<file path="config.mk">
export PLATFORM = sky130hd
export DESIGN_NAME = ews_front_end
export DESIGN_NICKNAME = d
export VERILOG_FILES = /design/src/core/ews_pkg.sv /design/src/core/ews_front_end.sv /design/src/core/ews_pair_buffer.sv
export SDC_FILE = /design/constraint.sdc
export NUM_CORES = 1
export LEC_CHECK = 0
export BUFFER_PORTS_ARGS = -buffer_cell sky130_fd_sc_hd__buf_2
export CAP_MARGIN = 25
export CORE_MARGIN = 3
export CORE_UTILIZATION = 50
export DETAILED_ROUTE_END_ITERATION = 10
export HOLD_SLACK_MARGIN = 0.02
export PLACE_DENSITY = 0.7
export SLEW_MARGIN = 10
export SYNTH_ARGS = -nofsm -noshare
export SYNTH_HDL_FRONTEND = slang
export SYNTH_SLANG_ARGS = --single-unit
</file>
<file path="constraint.sdc">
create_clock -name clock -period 6.5 [get_ports clock]
set_input_delay 0.325 -clock clock [delete_from_list [all_inputs] [get_ports clock]]
set_output_delay 0.325 -clock clock [all_outputs]
set_load 0.05 [all_outputs]
</file>
<file path="src/core/ews_pkg.sv">
// shared constants, types and reset values of the two-wire memory slave front end
// Rules for the device and its bus
// sample data on rising clock edges, change outgoing data only on falling edges
// every byte moves most significant bit first, one bit per clock
// receiver answers each eight bits with ack or nack in a ninth clock
// data changes only while clock low; change during clock high is start or stop
// start is data falling with clock high; it wakes the device and begins a command
// when idle, watch for start and ignore all other bus activity
// stop is data rising with clock high; it ends transfer and enters standby
// a repeated start is accepted as the beginning of a new command
// bus counts as idle only while clock and data are both high
// no limit on bytes between start and stop; master decides the count
// transmitter releases data after eighth bit; receiver holds low during ninth high
// receiver releases data at the end of the ninth clock
// master nack on read data makes the device release data for a stop
// standby after power-up, plain stop, write end, address mismatch or read nack
// master recovers bus with start, nine clocks, then start and stop
// array is 64 pages of 16 bytes, 1024 locations in total
// address byte bits 7..4 hold type identifier; bit 3 must equal select strap
// address byte bits 2 and 1 give word address bits nine and eight
// address byte bit 0 selects direction: one reads, zero writes
// ack address byte on full match, otherwise nack and return to standby
// byte after address byte gives word address bits seven to zero
// unconnected select input counts as zero, so the select bit must be zero
// while an internal write runs, no address byte is acknowledged
// start or stop inside a byte or ack slot abandons the current transfer
// data line is only pulled low or released, never driven high
package ews_pkg;

  localparam int BYTE_BITS = 8;
  localparam int BIT_CNT_W = 4;
  localparam int PAGE_COUNT = 64;
  localparam int PAGE_BYTES = 16;
  localparam int ADDR_W = $clog2(PAGE_COUNT * PAGE_BYTES);
  localparam int SYNC_STAGES = 3;
  localparam int PIN_COUNT = 3;

  // pin order inside the synchroniser bank
  localparam int PIN_SCL = 0;
  localparam int PIN_SDA = 1;
  localparam int PIN_SEL = 2;

  // device address byte layout
  localparam int DA_TYPE_MSB = 7;
  localparam int DA_TYPE_LSB = 4;
  localparam int DA_SEL_BIT = 3;
  localparam int DA_WORD_ADDR_BIT_NINE = 2;
  localparam int DA_WORD_ADDR_BIT_EIGHT = 1;
  localparam int DA_RW_BIT = 0;

  localparam logic [7:0] IDLE_READ_BYTE = 8'hff;

  typedef enum logic [3:0] {
    ST_IDLE = 4'b0000,
    ST_DEVADDR = 4'b0001,
    ST_DEVACK = 4'b0010,
    ST_WORDADDR = 4'b0011,
    ST_WORDACK = 4'b0100,
    ST_WRDATA = 4'b0101,
    ST_WRACK = 4'b0110,
    ST_RDDATA = 4'b0111,
    ST_RDACK = 4'b1000
  } ews_phase_e;

  typedef struct packed {
    logic [ADDR_W-1:0] wordAddr;
    logic readNotWrite;
  } ews_cmd_s;

  typedef struct packed {
    logic [7:0] data;
    logic [ADDR_W-1:0] wordAddr;
  } ews_rx_s;

  typedef struct packed {
    logic [PIN_COUNT-1:0][SYNC_STAGES-1:0] sync;
    logic [PIN_COUNT-1:0] level;
    ews_phase_e phase;
    ews_phase_e after;
    logic [BIT_CNT_W-1:0] bitCnt;
    logic [7:0] rxShift;
    logic [7:0] txShift;
    logic sdaOe;
    ews_cmd_s cmd;
    logic cmdStrobe;
    logic startPulse;
    logic stopPulse;
  } ews_fe_state_s;

  localparam logic [SYNC_STAGES-1:0] SYNC_HIGH = '1;
  localparam logic [SYNC_STAGES-1:0] SYNC_LOW = '0;

  // lines rest high after reset, select strap low, device in standby
  localparam ews_fe_state_s FE_RESET = '{
    sync: '{SYNC_LOW, SYNC_HIGH, SYNC_HIGH},
    level: 3'b011,
    phase: ST_IDLE,
    after: ST_IDLE,
    bitCnt: '0,
    rxShift: '0,
    txShift: '0,
    sdaOe: 1'b0,
    cmd: '0,
    cmdStrobe: 1'b0,
    startPulse: 1'b0,
    stopPulse: 1'b0
  };

endpackage
</file>
<file path="src/core/ews_front_end.sv">
// two-wire serial memory slave front end: conditions, byte shifting, ack and addressing
`timescale 1ns/1ps
module ews_front_end import ews_pkg::*; #(
  // device type identifier; value is arbitrary
  parameter logic [3:0] TYPE_ID = 4'h5,
  parameter int RX_DEPTH = 2
) (
  // clock and reset
  input wire logic clock,
  input wire logic rst,
  input wire logic ce,
  // bus pins
  input wire logic sclIn,
  input wire logic sdaIn,
  output logic sdaOut,
  output logic sdaOe,
  // strap and write engine
  input wire logic hwSelectBit,
  input wire logic writeBusy,
  // assembled command
  output ews_cmd_s cmd,
  output logic cmdStrobe,
  // received write bytes
  output ews_rx_s rxData,
  output logic rxValid,
  input wire logic rxReady,
  // bytes to send on reads
  input wire logic [7:0] txData,
  input wire logic txValid,
  output logic txReady,
  // status
  output logic standby,
  output logic busIdle,
  output logic startPulse,
  output logic stopPulse
);
  ews_fe_state_s st;
  ews_fe_state_s next_st;
  logic [PIN_COUNT-1:0] pinRaw;
  logic sclRise;
  logic sclFall;
  logic sdaRise;
  logic sdaFall;
  logic sclHigh;
  logic startSeen;
  logic stopSeen;
  logic byteDone;
  logic typeMatch;
  logic pushValid;
  logic pushReady;
  logic [7:0] loadByte;
  ews_rx_s pushData;

  assign pinRaw[PIN_SCL] = sclIn;
  assign pinRaw[PIN_SDA] = sdaIn;
  // a floating select pad is pulled low outside, so an open strap samples as zero
  assign pinRaw[PIN_SEL] = hwSelectBit;

  assign sdaOut = 1'b0;
  assign sdaOe = st.sdaOe;
  assign cmd = st.cmd;
  assign cmdStrobe = st.cmdStrobe;
  assign startPulse = st.startPulse;
  assign stopPulse = st.stopPulse;
  assign standby = st.phase == ST_IDLE;
  assign busIdle = st.level[PIN_SCL] && st.level[PIN_SDA];
  assign loadByte = txValid ? txData : IDLE_READ_BYTE;

  ews_pair_buffer #(
    .WIDTH($bits(ews_rx_s)),
    .DEPTH(RX_DEPTH)
  ) rxBuffer (
    .clock(clock),
    .rst(rst),
    .ce(ce),
    .inValid(pushValid),
    .inData(pushData),
    .inReady(pushReady),
    .outValid(rxValid),
    .outData(rxData),
    .outReady(rxReady)
  );

  always_comb begin
    next_st = st;
    next_st.cmdStrobe = 1'b0;
    next_st.startPulse = 1'b0;
    next_st.stopPulse = 1'b0;
    txReady = 1'b0;
    pushValid = 1'b0;
    pushData = '{data: st.rxShift, wordAddr: st.cmd.wordAddr};

    // a change counts only once the second and third stages agree
    for (int i = 0; i < PIN_COUNT; i++) begin
      next_st.sync[i] = {st.sync[i][SYNC_STAGES-2:0], pinRaw[i]};
      if (st.sync[i][1] == st.sync[i][2]) begin
        next_st.level[i] = st.sync[i][2];
      end
    end

    sclRise = next_st.level[PIN_SCL] && !st.level[PIN_SCL];
    sclFall = !next_st.level[PIN_SCL] && st.level[PIN_SCL];
    sdaRise = next_st.level[PIN_SDA] && !st.level[PIN_SDA];
    sdaFall = !next_st.level[PIN_SDA] && st.level[PIN_SDA];
    sclHigh = next_st.level[PIN_SCL] && st.level[PIN_SCL];
    startSeen = sdaFall && sclHigh;
    stopSeen = sdaRise && sclHigh;
    byteDone = sclFall && (st.bitCnt == BIT_CNT_W'(BYTE_BITS));
    typeMatch = (st.rxShift[DA_TYPE_MSB:DA_TYPE_LSB] == TYPE_ID) &&
      (st.rxShift[DA_SEL_BIT] == st.level[PIN_SEL]);

    if (startSeen) begin
      // a start anywhere, repeated or mid-byte, drops the transfer and reads a new address
      next_st.phase = ST_DEVADDR;
      next_st.bitCnt = '0;
      next_st.sdaOe = 1'b0;
      next_st.startPulse = 1'b1;
    end else if (stopSeen) begin
      next_st.phase = ST_IDLE;
      next_st.bitCnt = '0;
      next_st.sdaOe = 1'b0;
      next_st.stopPulse = (st.phase != ST_IDLE);
    end else begin
      case (st.phase)
        ST_IDLE: begin
          // nothing but a start leaves standby
          next_st.sdaOe = 1'b0;
        end
        ST_DEVADDR, ST_WORDADDR, ST_WRDATA: begin
          if (sclRise) begin
            next_st.rxShift = {st.rxShift[6:0], next_st.level[PIN_SDA]};
            next_st.bitCnt = st.bitCnt + 1'b1;
          end else if (byteDone) begin
            next_st.bitCnt = '0;
            if (st.phase == ST_DEVADDR) begin
              if (typeMatch && !writeBusy) begin
                next_st.sdaOe = 1'b1;
                next_st.phase = ST_DEVACK;
                next_st.cmd.wordAddr[ADDR_W-1] = st.rxShift[DA_WORD_ADDR_BIT_NINE];
                next_st.cmd.wordAddr[ADDR_W-2] = st.rxShift[DA_WORD_ADDR_BIT_EIGHT];
                next_st.cmd.readNotWrite = st.rxShift[DA_RW_BIT];
                next_st.after = st.rxShift[DA_RW_BIT] ? ST_RDDATA : ST_WORDADDR;
                // a read has no word address byte, so the command is complete now
                next_st.cmdStrobe = st.rxShift[DA_RW_BIT];
              end else begin
                // busy or foreign address: leave the line released and sleep
                next_st.sdaOe = 1'b0;
                next_st.phase = ST_IDLE;
              end
            end else if (st.phase == ST_WORDADDR) begin
              next_st.cmd.wordAddr[7:0] = st.rxShift;
              next_st.cmdStrobe = 1'b1;
              next_st.sdaOe = 1'b1;
              next_st.phase = ST_WORDACK;
              next_st.after = ST_WRDATA;
            end else begin
              // a full buffer refuses the byte with a nack instead of losing it
              pushValid = 1'b1;
              next_st.sdaOe = pushReady;
              next_st.phase = ST_WRACK;
              next_st.after = ST_WRDATA;
            end
          end
        end
        ST_DEVACK, ST_WORDACK, ST_WRACK: begin
          if (sclFall) begin
            next_st.sdaOe = 1'b0;
            next_st.phase = st.after;
            next_st.bitCnt = '0;
            if (st.after == ST_RDDATA) begin
              // first read bit goes out on the same falling edge that ends the ack
              txReady = 1'b1;
              next_st.txShift = loadByte;
              next_st.sdaOe = !loadByte[7];
            end
          end
        end
        ST_RDDATA: begin
          if (sclRise) begin
            next_st.bitCnt = st.bitCnt + 1'b1;
          end else if (byteDone) begin
            next_st.sdaOe = 1'b0;
            next_st.phase = ST_RDACK;
          end else if (sclFall) begin
            next_st.txShift = {st.txShift[6:0], 1'b1};
            next_st.sdaOe = !st.txShift[6];
          end
        end
        ST_RDACK: begin
          if (sclRise) begin
            if (next_st.level[PIN_SDA]) begin
              next_st.phase = ST_IDLE;
              next_st.sdaOe = 1'b0;
            end
          end else if (sclFall) begin
            txReady = 1'b1;
            next_st.txShift = loadByte;
            next_st.sdaOe = !loadByte[7];
            next_st.phase = ST_RDDATA;
            next_st.bitCnt = '0;
          end
        end
        default: begin
          next_st.phase = ST_IDLE;
          next_st.sdaOe = 1'b0;
        end
      endcase
    end
  end

  // state resets to standby with both lines taken as high
  always_ff @(posedge clock or posedge rst) begin
    if (rst) begin
      st <= FE_RESET;
    end else if (ce) begin
      st <= next_st;
    end
  end

endmodule

</file>
<file path="src/core/ews_pair_buffer.sv">
// small valid/ready buffer that holds received bytes while the consumer stalls
`timescale 1ns/1ps
module ews_pair_buffer #(
  parameter int WIDTH = 18,
  parameter int DEPTH = 2
) (
  // clock and reset
  input wire logic clock,
  input wire logic rst,
  input wire logic ce,
  // filling side
  input wire logic inValid,
  input wire logic [WIDTH-1:0] inData,
  output logic inReady,
  // draining side
  output logic outValid,
  output logic [WIDTH-1:0] outData,
  input wire logic outReady
);
  localparam int PTR_W = (DEPTH > 1) ? $clog2(DEPTH) : 1;
  localparam int CNT_W = $clog2(DEPTH + 1);
  localparam logic [PTR_W-1:0] LAST_PTR = PTR_W'(DEPTH - 1);
  localparam logic [CNT_W-1:0] FULL_CNT = CNT_W'(DEPTH);

  typedef struct packed {
    logic [DEPTH-1:0][WIDTH-1:0] mem;
    logic [PTR_W-1:0] wrPtr;
    logic [PTR_W-1:0] rdPtr;
    logic [CNT_W-1:0] count;
  } ews_buf_state_s;

  ews_buf_state_s st;
  ews_buf_state_s next_st;
  logic push;
  logic pop;

  assign inReady = st.count != FULL_CNT;
  assign outValid = st.count != '0;
  assign outData = st.mem[st.rdPtr];

  always_comb begin
    next_st = st;
    push = inValid && inReady;
    pop = outValid && outReady;
    if (push) begin
      next_st.mem[st.wrPtr] = inData;
      next_st.wrPtr = (st.wrPtr == LAST_PTR) ? '0 : st.wrPtr + 1'b1;
    end
    if (pop) begin
      next_st.rdPtr = (st.rdPtr == LAST_PTR) ? '0 : st.rdPtr + 1'b1;
    end
    if (push && !pop) begin
      next_st.count = st.count + 1'b1;
    end else if (pop && !push) begin
      next_st.count = st.count - 1'b1;
    end
  end

  always_ff @(posedge clock or posedge rst) begin
    if (rst) begin
      st <= '0;
    end else if (ce) begin
      st <= next_st;
    end
  end

endmodule

</file>
# Word-level counts from Yosys, hierarchy flattened
# Cells that the tools add are included.
[op_classes] add_sub_neg=5 order_cmp=3 n_eq_ne=36 mux=82 bitwise_logic=4 n_reduce_logical=45
[op_table] operator="two-way mux 8 bit" n=10
[op_table] operator="two-way mux 4 bit" n=15
[op_table] operator="two-way mux 18 bit" n=3
[op_table] operator="bitwise mux 36 bit" n=1
[op_table] operator="two-way mux 1 bit" n=34
[op_table] operator="inequality test 4 bit (second input constant)" n=7
[op_table] operator="two-way mux 13 bit" n=2
[op_table] operator="== test 4 x 3 -> 1 bit (second input constant)" n=6
[op_table] operator="AND reduction 8 bit" n=3
[op_table] operator="case mux 7 bit (3 select lines)" n=1
[op_table] operator="inequality test 5 bit (second input constant)" n=4
[op_table] operator="case mux 4 bit (5 select lines)" n=1
[op_table] operator="demux 18 bit (select 1 bit)" n=1
[op_table] operator="logical AND 1 bit" n=16
[op_table] operator="inequality test 2 bit (second input constant)" n=8
[op_table] operator="case mux 4 bit (4 select lines)" n=1
[op_table] operator="two-way mux 7 bit" n=2
[op_table] operator="two-way mux 12 bit" n=1
[op_table] operator="two-way mux 2 bit" n=6
[op_table] operator="AND reduction 11 bit" n=1
[op_table] operator="AND reduction 5 bit" n=2
[op_table] operator="zero test 1 bit" n=9
[op_table] operator="AND reduction 9 bit" n=1
[op_table] operator="== test 4 x 2 -> 1 bit (second input constant)" n=2
[op_table] operator="other kinds (24)" n=38
[word_totals] reg_bits=94 out_inout_bits=38 elab_cells=197

# Longest topological paths before layout
# Gate-level depths: netlist (run 1).
[depth] depth_word=15 ltp_mapped=11 mapped_depth_nobuf=11

# By module
# Synthesis (run 1) repeated with hierarchy kept, for this count alone.
[unflattened] cells_unflattened=423 hier_area_um2=4946.0
[by_module_without_submodules] module="ews_front_end" n_inst=1 cells_each=307 area_each_um2=3066.7
[by_module_without_submodules] module="ews_pair_buffer" n_inst=1 cells_each=116 area_each_um2=1879.3

# Worst setup path after synthesis (run 1)
# No wires, ideal clock.
[synth_path] kind="reg2reg" start="reg st[42] (netlist name)" end="reg st[39] (netlist name)" setup_ps=125 arrival_time_ps=3072 setup_slack_ps=3303 path_stages_with_launch=7 period_less_slack_ps=3197 cell_sequence="dfrtp_1 buf_2 nor4_1 o21bai_1 a211oi_2 o21ai_2 mux2_2"
[synth_rtl] item="from (decl)" line="ews_front_end.sv:37" text="ews_fe_state_s st;"
[synth_rtl] item="from (signal assigned)" line="ews_front_end.sv:216" text="st <= next_st;"
[synth_rtl] item="zero test 4 bit *"
[synth_rtl] item="named net standby" line="ews_front_end.sv:32" text="output logic standby,"
[synth_rtl] item="case mux 4 bit (5 select lines)" line="ews_front_end.sv:124" text="case (st.phase)"
[synth_rtl] item="two-way mux 4 bit" line="ews_front_end.sv:118" text="end else if (stopSeen) begin"
[synth_rtl] item="two-way mux 4 bit" line="ews_front_end.sv:112" text="if (startSeen) begin"
# Mark *: on every way through the listed nets, which the timed path passes. The rest lies on a longest branch. The select of a mux whose other input is x is not followed.
# A chain may end at the register's enable or synchronous reset.

==> results of run 1 <==
final cells by class:
cell class	count	area share, %
Clock buffer	9	2.34
Clock inverter	7	1.42
Inverter	13	0.947
Multi-Input combinational cell	265	42.5
Sequential cell	93	44.2
Tap cell	129	3.05
Timing Repair Buffer	56	5.49
metrics by stage:
step	power (µW)	utilization, %	area (µm²)	hold WS (ps)	cells
detailed placement	838	54.4	5080	336	555
CTS	1220	56.7	5290	177	572
finish	1210	56.7	5290	190	572
global route	1270	56.7	5290	187	572
global placement	834	54.4	5080	332	555
floorplan	793	-	4820	454	402
where the power goes:
group          switching (µW)  internal, µW  total (µW)
combinational            96.0          74.1         170
clock                     228           152         380
sequential               49.0           608         657
total                     373           835        1210
worst paths after layout:
| path | start | endpoint | cells past startpoint |
|---|---|---|---|
| setup / recovery | st[43] | txReady | 7 |
| hold / removal | hwSelectBit | next_st[53] | 2 |
| setup reg to reg | st[43] | st[21] | 9 |
| hold reg to reg | rxBuffer.st[10] | rxBuffer.st[10] | 1 |
| max in group asynchronous | rst | st[31] | 4 |
| min in group asynchronous | rst | st[18] | 3 |
synth_stat cells, drive strengths merged (4+ instances only):
library cell	instances	area [µm²]
a22o	9	78.8
nor3	6	35.0
ha	7	87.6
nand2	11	43.8
nor2	23	86.3
inv	13	48.8
dfrtp	85	2130
mux2	91	1020
xor2	4	35.0
clkbuf	7	26.3
o21bai	4	30.0
o21ai	8	43.8
nand3	9	57.6
buf	24	160
o22ai	4	25.0
nand2b	15	93.8
a21oi	15	75.1
dfstp	8	210
cells in the final DEF (no fill, tap or decap), types with 4 or more instances in the layout:
master    Yosys  layout
a22o_1        9       9
nor2_1       23      23
mux2_1        7       7
mux2_2       84      84
a21oi_1      15      15
nand3_1       8       8
ha_1          7       7
nor3_1        5       5
o21bai_1      4       4
inv_1        13      12
o21ai_0       5       5
dfrtp_1      85      85
buf_2         8      53
clkbuf_8      0       9
nand2_1      10      10
o22ai_1       4       4
nand2b_1     15      15
dfstp_2       8       8
xor2_1        4       4
logic make-up (layout without fill, tap and decap cells):
kind of cell / count (synthesis) / in the layout / synth area share [%]
adders and majority gates: 8 / 8 / 2.02
AOI/OAI and AO/OA: 64 / 64 / 9.57
buffers and inverters: 44 / 85 / 4.88
muxes: 94 / 94 / 21.9
other: 1 / 1 / 0.0778
xor gates and xnor gates: 6 / 6 / 1.09
DFF: 93 / 93 / 48.5
and+or+nand+nor: 92 / 92 / 12.0
worst max-delay path, stage by stage (launching register included):
cell	delay, ps
dfstp_2	610
a21o_1	140
o21a_1	160
ha_1	230
nand4b_1	210
nand2_1	360
a21oi_1	100
buf_2	230
layer usage:
layer  track usage (%)  share of wire [%]  vias to the layer above
met5                 0                  0                        -
met4              4.37               0.88                        0
met3              3.60                4.3                        7
met2              28.2                 47                       62
met1              24.6                 47                     1581
li1                  -                  -                     1511
sequential cells by signal, summed over array words and instances (netlist names):
name	cells
cmdStrobe	1
startPulse	1
next_st	6
cmd	11
pushData	8
rxBuffer.st	40
stopPulse	1
sdaOe	1
st	24
==> flow_metrics.tcl, run 1 <==
set metrics [dict create \
    synthesis.area_mm2 0.00482 \
    worstMarginPinSlew_ps 902 \
    ant_nets 0 \
    htreeDepth 3 \
    n_fill_cell 789 \
    drv_slew 0 \
    cp_max_fo 12 \
    via_per_inst 5.53 \
    yosysSeqAreaShare_pct 48.5 \
    nets 462 \
    synthArstFlopShare_pct 100 \
    period_needed_ps 2720 \
    ioPinCount 55 \
    synth_cell_types 67 \
    netlist_instances 402 \
    crit_arrival_ps 2400 \
    dr.pass1.iters 4 \
    cp.required_ps 6170 \
    cp-start-kind "flip-flop" \
    antenna_found_initial 0 \
    hpwl_mm 6.46 \
    post_cts_resized 0 \
    cts_hold_buf 1 \
    placement.io_buffers 53 \
    area_growth_pct 9.65 \
    p_leak_uw 0.00264 \
    layout-drive-gt1-share_pct 40.4 \
    vias 3161 \
    grt_max_degree 71 \
    finClkSkew_ps 10.5 \
    period_share_pct 41.9 \
    routabilityCongestion 0.860 \
    grt_pass1_wl_mm 15.6 \
    worst-r2r-setup-slack_ps 3780 \
    hp-class "input pin to flip-flop" \
    setup-tns-final_ps 0 \
    synth_edf_count 0 \
    crit_path_end_kind "output pin" \
    drt_iter0_drc 204 \
    setup_ws_ps 3780 \
    crit_type "flip-flop to output pin" \
    pre_cts_slack_ps 3780 \
    numCtsBuffers 9 \
    post_cts_buffers 0 \
    coreArea_mm2 0.00933 \
    cts.clk_slew.worst_paths_ps 100 \
    timing.fmax_mhz 368 \
    ir_worst_vdd_v 0.000209 \
    die_w_um 104 \
    syn_nets 426 \
    cts.sinks 93 \
    die-area_mm2 0.0109 \
    yosys_register_bits 93 \
    routedWlPerCell_um 16.2 \
    grt-ovfl-total 0 \
    initial_core_util_pct 51.7 \
    setup_viol 0 \
    synthFlopType "dfrtp_1" \
    rows 35 \
    drv_cap 0 \
    root_buffer "clkbuf_8" \
    rsz0062_at_grt "false" \
    ff_latch_area_mm2 0.00234 \
    status "complete, no violations" \
    first_global_vias 3078 \
    synth_area_per_cell_um2 12.0 \
    clock_latency_ps 360 \
    hold_viol 0 \
    die_h_um 104 \
    grt_util_all_layers_pct 17.6 \
    n_antenna_cell 0 \
    wl_mm 9.29 \
    powerDensity_mw_per_mm2 228 \
    multi_input_area_mm2 0.00225 \
    slew_headroom_pct 39.9 \
    remaining_drc_errors 0 \
    cts_buffer_depth 2 \
    cts_tree "built" \
    synth_warnings 0 \
]
No activity file was read; power rests on OpenSTA's default activity.
==> run 2: changes to the inputs <==
PLACE_DENSITY = 0.73   (was 0.7)
clock period = 2.5 ns   (was 6.5 ns; I/O delays follow)
==> flow_metrics.tcl, run 2 (synthesized netlist as in run 1, its figures left out) <==
set metrics [dict create \
    powerDensity_mw_per_mm2 600 \
    hpwl_mm 6.82 \
    hold_depth 3 \
    drv_cap 0 \
    antenna_found_initial 0 \
    crit_arrival_ps 2630 \
    top_register "rxBuffer.st" \
    hp-class "input pin to flip-flop" \
    htreeDepth 3 \
    ir_worst_vdd_v 0.000462 \
    p_int_uw 2430 \
    initial_core_util_pct 51.7 \
    setup_viol 0 \
    p_leak_uw 0.00282 \
    final_cell_area_mm2 0.00561 \
    timing.fmax_mhz 419 \
    crit_path_end_kind "flip-flop" \
    ant_nets 0 \
    most-common-layout-cells "85 x dfrtp_1, 84 x mux2_2, 52 x buf_2" \
    largest_reg_flops 40 \
    grt.met2_usage_pct 30.6 \
    wl_mm 9.68 \
    power.total_uw 3370 \
    grt_pass1_wl_mm 16.4 \
    drv_slew 0 \
    first_global_vias 3369 \
    crit_type "flip-flop to flip-flop" \
    holdPathEnd "rxBuffer.st[2]" \
    cts_buffer_depth 2 \
    cts.clk_slew.worst_paths_ps 90 \
    worst-r2r-setup-slack_ps 120 \
    grt_max_degree 79 \
    grt_util_all_layers_pct 18.5 \
    grt_use_met3_pct 3.85 \
    cp_max_fo 11 \
    die-area_mm2 0.0109 \
    grt_use_met1_pct 25.0 \
    pwr-share-comb_pct 15.9 \
    nets 489 \
    seq_power_share_pct 49.7 \
    crit_family "compound AO/OA/AOI/OAI gates" \
    die_w_um 104 \
    routabilityCongestion 0.900 \
    period_share_pct 95.4 \
    drt_iter0_drc 276 \
    final_util_pct 60.2 \
    numCtsBuffers 9 \
    routedWlPerCell_um 16.2 \
    max_stage_delay_ps 560 \
    placement.io_buffers 53 \
    via_per_inst 5.56 \
    grt-ovfl-total 0 \
    layout-drive-gt1-share_pct 44.5 \
    p_sw_share_pct 28.0 \
    cpMostUsedCell "buf_4" \
    hp-start "rxReady" \
    final_common_cell "dfrtp_1" \
    dpl.cell_count 573 \
    clockPowerShare_pct 34.4 \
    placed_cell_area_mm2 0.00527 \
    status "complete, no violations" \
    dr.pass1.iters 4 \
    cp.required_ps 2740 \
    hold_viol 0 \
    cp-start-kind "flip-flop" \
    finClkSkew_ps 9.23 \
    crit-reg2reg-launch "st[43]" \
    vias 3328 \
    r2r-end "st[40]" \
    remaining_drc_errors 0 \
    period_needed_ps 2380 \
    stdcell_count 599 \
    die_h_um 104 \
    cts.sinks 93 \
    root_buffer "clkbuf_8" \
    n_antenna_cell 0 \
    rr_worst_depth 10 \
    p_sw_uw 944 \
    crit_start "st[43]" \
    busiest_layer "met2" \
    cp_num_buf_inv 2 \
    ioPinCount 55 \
    clock_latency_ps 350 \
    slowest_stage "dfstp_2" \
    cp_cell_sequence "a21o_1 > o21a_1 > ha_2 > nand4b_1 > nand2_1 > buf_4 > o311a_1 > o21ai_2 > buf_4 > a22o_1" \
    coreArea_mm2 0.00933 \
    area_growth_pct 16.4 \
    rows 35 \
    cts_tree "built" \
]
-- run 2: power groups by stage --
| stage | sequential [µW] | combinational (µW) | clock, µW |
|---|---|---|---|
| after global routing | 1690 | 597 | 1260 |
| after CTS | 1680 | 525 | 1200 |
| final | 1670 | 537 | 1160 |
| after global placement | 1700 | 505 | 0 |
| after detailed placement | 1710 | 516 | 0 |
| after floorplan | 1660 | 405 | 0 |
-- run 2: what timing repair did --
action | CTS | global route
setup endpoints to repair | 0 | 25
setup buffers | 0 | 6
resized for setup | 0 | 8
hold buffers | 4 | 0
hold endpoints to repair | 16 | 0
-- run 2: worst max-delay path by stage --
stage | endpoint | slack, ps | cells past startpoint
6_report | st[40] | 120 | 10
5_1_grt | st[33] | -1 | 10
3_3_place_gp | st[36] | 140 | 8
2_1_floorplan | st[39] | -20 | 6
4_1_cts | st[36] | 50 | 9
3_5_place_dp | st[39] | 80 | 9
-- run 2: cell type report --
| class | instances | area [µm²] |
|---|---|---|
| Clock buffer | 10 | 138 |
| Clock inverter | 6 | 97.6 |
| Fill cell | 758 | 3710 |
| Inverter | 13 | 52.6 |
| Multi-Input combinational cell | 265 | 2270 |
| Sequential cell | 93 | 2340 |
| Tap cell | 129 | 161 |
| Timing Repair Buffer | 83 | 553 |
-- run 2: routing by layer --
layer  up-vias  routed length (µm)
met5         -                   0
met2       101                4810
met1      1653                4340
met4         0                  90
li1       1565                   -
met3         9                 433
-- run 2: stage by stage --
| stage | setup TNS [ps] | setup WS [ps] | hold WS, ps |
|---|---|---|---|
| 2_1_floorplan | -18.8 | -18.8 | 277 |
| 3_3_place_gp | 0 | 137 | 147 |
| 3_5_place_dp | 0 | 84.5 | 152 |
| 4_1_cts | 0 | 50.3 | 158 |
| 5_1_grt | -1.25 | -1.25 | 193 |
| 6_report | 0 | 116 | 168 |
-- run 2: worst reg2reg max path: stages, from the launching register on --
cell and delay [ps]:
dfstp_2 560, a21o_1 110, o21a_1 160, ha_2 220
nand4b_1 190, nand2_1 150, buf_4 190, o311a_1 240
o21ai_2 90, buf_4 150, a22o_1 220
==> run 3: changes to the inputs <==
PLACE_DENSITY = 0.72   (was 0.73)
SYNTH_HIERARCHICAL = 1   (was not set)
==> flow_metrics.tcl, run 3 <==
set metrics [dict create \
    status "finished with violations" \
    violations "negative setup slack" \
    remaining_drc_errors 0 \
    synthesis.area_mm2 0.00495 \
    crit_start "st[43]" \
    clock_latency_ps 370 \
    coreArea_mm2 0.00942 \
    period_needed_ps 2550 \
    crit_path_end_kind "flip-flop" \
    largest_reg_flops 40 \
    synth_top_area_share_pct 43.0 \
    worst_hold_slack_ps 50.0 \
    vias 3511 \
    antenna_found_initial 0 \
    grt-ovfl-total 0 \
    setup_viol 12 \
    crit_type "flip-flop to flip-flop" \
    die-area_mm2 0.0111 \
    nets 524 \
    first_global_vias 3407 \
    synthFlopType "dfrtp_1" \
    dr.pass1.iters 5 \
    setup-tns-final_ps -427 \
    synth_area_per_cell_um2 11.7 \
    yosys_register_bits 93 \
    synth_area_leader_cell "dfrtp_1" \
    slew_headroom_pct 63.3 \
    hold_viol 0 \
    ff_latch_area_mm2 0.00234 \
    synth_cell_types 65 \
    finClkSkew_ps 21.7 \
    yosys-top-cells-area "dfrtp_1 43%, mux2_2 15%, mux2_4 6.1%" \
    rows 35 \
    cp.required_ps 2750 \
    drv_cap 0 \
    synth.most_common_cell "dfrtp_1" \
    netlist_instances 423 \
    worstMarginPinSlew_ps 550 \
    wl_mm 10.8 \
    die_w_um 105 \
    rr_worst_depth 10 \
    yosysSeqAreaShare_pct 47.3 \
    rsz0062_at_grt "true" \
    dpl.cell_count 601 \
    pre_cts_slack_ps -72.3 \
    grt_max_degree 41 \
    setup_ws_ps -48.4 \
    cp-start-kind "flip-flop" \
    stdcell_count 634 \
    cts.sinks 93 \
    ir_worst_vdd_v 0.000579 \
    final_common_cell "dfrtp_1" \
    timing.fmax_mhz 392 \
    multi_input_area_mm2 0.00244 \
    drv_slew 0 \
    root_buffer "clkbuf_8" \
    crit_arrival_ps 2800 \
    drt_iter0_drc 209 \
    ant_nets 0 \
    layout-drive-gt1-share_pct 47.7 \
    numCtsBuffers 9 \
    routedWlPerCell_um 17.0 \
    n_antenna_cell 0 \
    cts_buffer_depth 2 \
    ioPinCount 55 \
    synthTopCellsByCount "85 x dfrtp_1, 67 x mux2_2, 30 x o21ai_0" \
    worst-r2r-setup-slack_ps -50 \
    htreeDepth 3 \
    r2r-end "rxBuffer/st[5]" \
    most-common-layout-cells "85 x dfrtp_1, 66 x mux2_2, 52 x buf_2" \
    initial_core_util_pct 52.5 \
    placement.io_buffers 53 \
    hp-class "input pin to flip-flop" \
    hpwl_mm 7.23 \
    via_per_inst 5.54 \
    grt_util_all_layers_pct 19.7 \
    synth_warnings 6 \
    powerDensity_mw_per_mm2 725 \
    cp_max_fo 9 \
    synth_edf_count 0 \
    cts.clk_slew.worst_paths_ps 110 \
    top_register "rxBuffer/st" \
    routabilityCongestion 0.933 \
    area_growth_pct 20.0 \
    crit-reg2reg-launch "st[43]" \
    syn_nets 447 \
    endpoint "rxBuffer/st[5]" \
    cts_tree "built" \
    n_fill_cell 763 \
    grt_pass1_wl_mm 17.6 \
    period_share_pct 102 \
    synthArstFlopShare_pct 100 \
    die_h_um 105 \
    p_leak_uw 0.00293 \
]
run 3: cell count changes in the layout (fill, tap and decap cells not counted), sizes merged, moves of 3 or more:
cell,before,now
a22o,9,0
inv,16,22
nor2,23,18
nand2b,15,4
buf,79,95
nor3,6,10
a21o,1,4
and2,0,4
mux2,91,87
nand2,11,21
o21ai,8,31
o21bai,4,0
clkinv,0,3
nor2b,2,9
run 3: kinds of logic after synthesis:
group	count (synthesis)	synth area share, %
AO/OA/AOI/OAI	78	10.1
XOR/XNOR	6	1.06
adder cells (fa/ha/maj)	7	1.77
buffers and inverters	51	5.82
flip-flops	93	47.3
multiplexers	88	21.5
other	1	0.0758
AND/OR/NAND/NOR	99	12.3
run 3: worst min path at each step:
| stage | startpoint | to | slack, ps | cells past startpoint |
|---|---|---|---|---|
| 2_1_floorplan | ce | rxBuffer/st[0] | 270 | 2 |
| 3_3_place_gp | rst | st[45] | 220 | 2 |
| 3_5_place_dp | rst | next_st[54] | 220 | 2 |
| 4_1_cts | rxReady | rxBuffer/st[2] | 30 | 3 |
| 5_1_grt | rxReady | rxBuffer/st[2] | 50 | 3 |
| 6_report | rxReady | rxBuffer/st[2] | 50 | 3 |
run 3: layer usage:
metal | vias up | routed length, µm | global-route usage [%]
li1 | 1652 | - | -
met1 | 1744 | 4990 | 26.9
met2 | 106 | 5190 | 31.8
met3 | 9 | 493 | 4.59
met4 | 0 | 94 | 4.78
met5 | - | 0 | 0
run 3: critical path, cell delays in order, from the launching register on:
cell and delay [ps]:
dfstp_2 580, buf_6 140, inv_4 40, ha_4 160, nor2b_4 150, nand4_1 210
nor3_4 250, and4b_2 330, buf_6 130, buf_16 140, mux2_4 300
run 3: report_power, final:
part / internal (µW) / total (µW) / switching, µW
Combinational: 581 / 1360 / 774
Sequential: 1710 / 1940 / 231
Clock: 398 / 1010 / 610
run 3: metrics by stage:
| stage | cell area (µm²) | util [%] | total power [µW] |
|---|---|---|---|
| floorplan | 4990 | - | 2820 |
| CTS | 5800 | 61.6 | 4220 |
| global route | 5940 | 63.0 | 4550 |
| finish | 5940 | 63.0 | 4310 |
| detailed placement | 5450 | 57.8 | 3180 |
| global placement | 5450 | 57.8 | 3140 |
run 3: area by class of cell:
class | instances | area share [%]
clock inverter | 7 | 1.29
inverter | 18 | 1.18
tap | 129 | 2.72
multi-input combinational | 279 | 41.1
timing repair buffer | 99 | 12.2
sequential | 93 | 39.4
clock buffer | 9 | 2.09
run 3: timing repair:
item | CTS | global route
setup endpoints to repair | 32 | 47
setup buffers | 4 | 7
pin swaps | 2 | 5
gates cloned | 2 | 0
gates resized for setup | 7 | 22
hold buffers | 4 | 0
endpoints found under the hold margin | 58 | 0
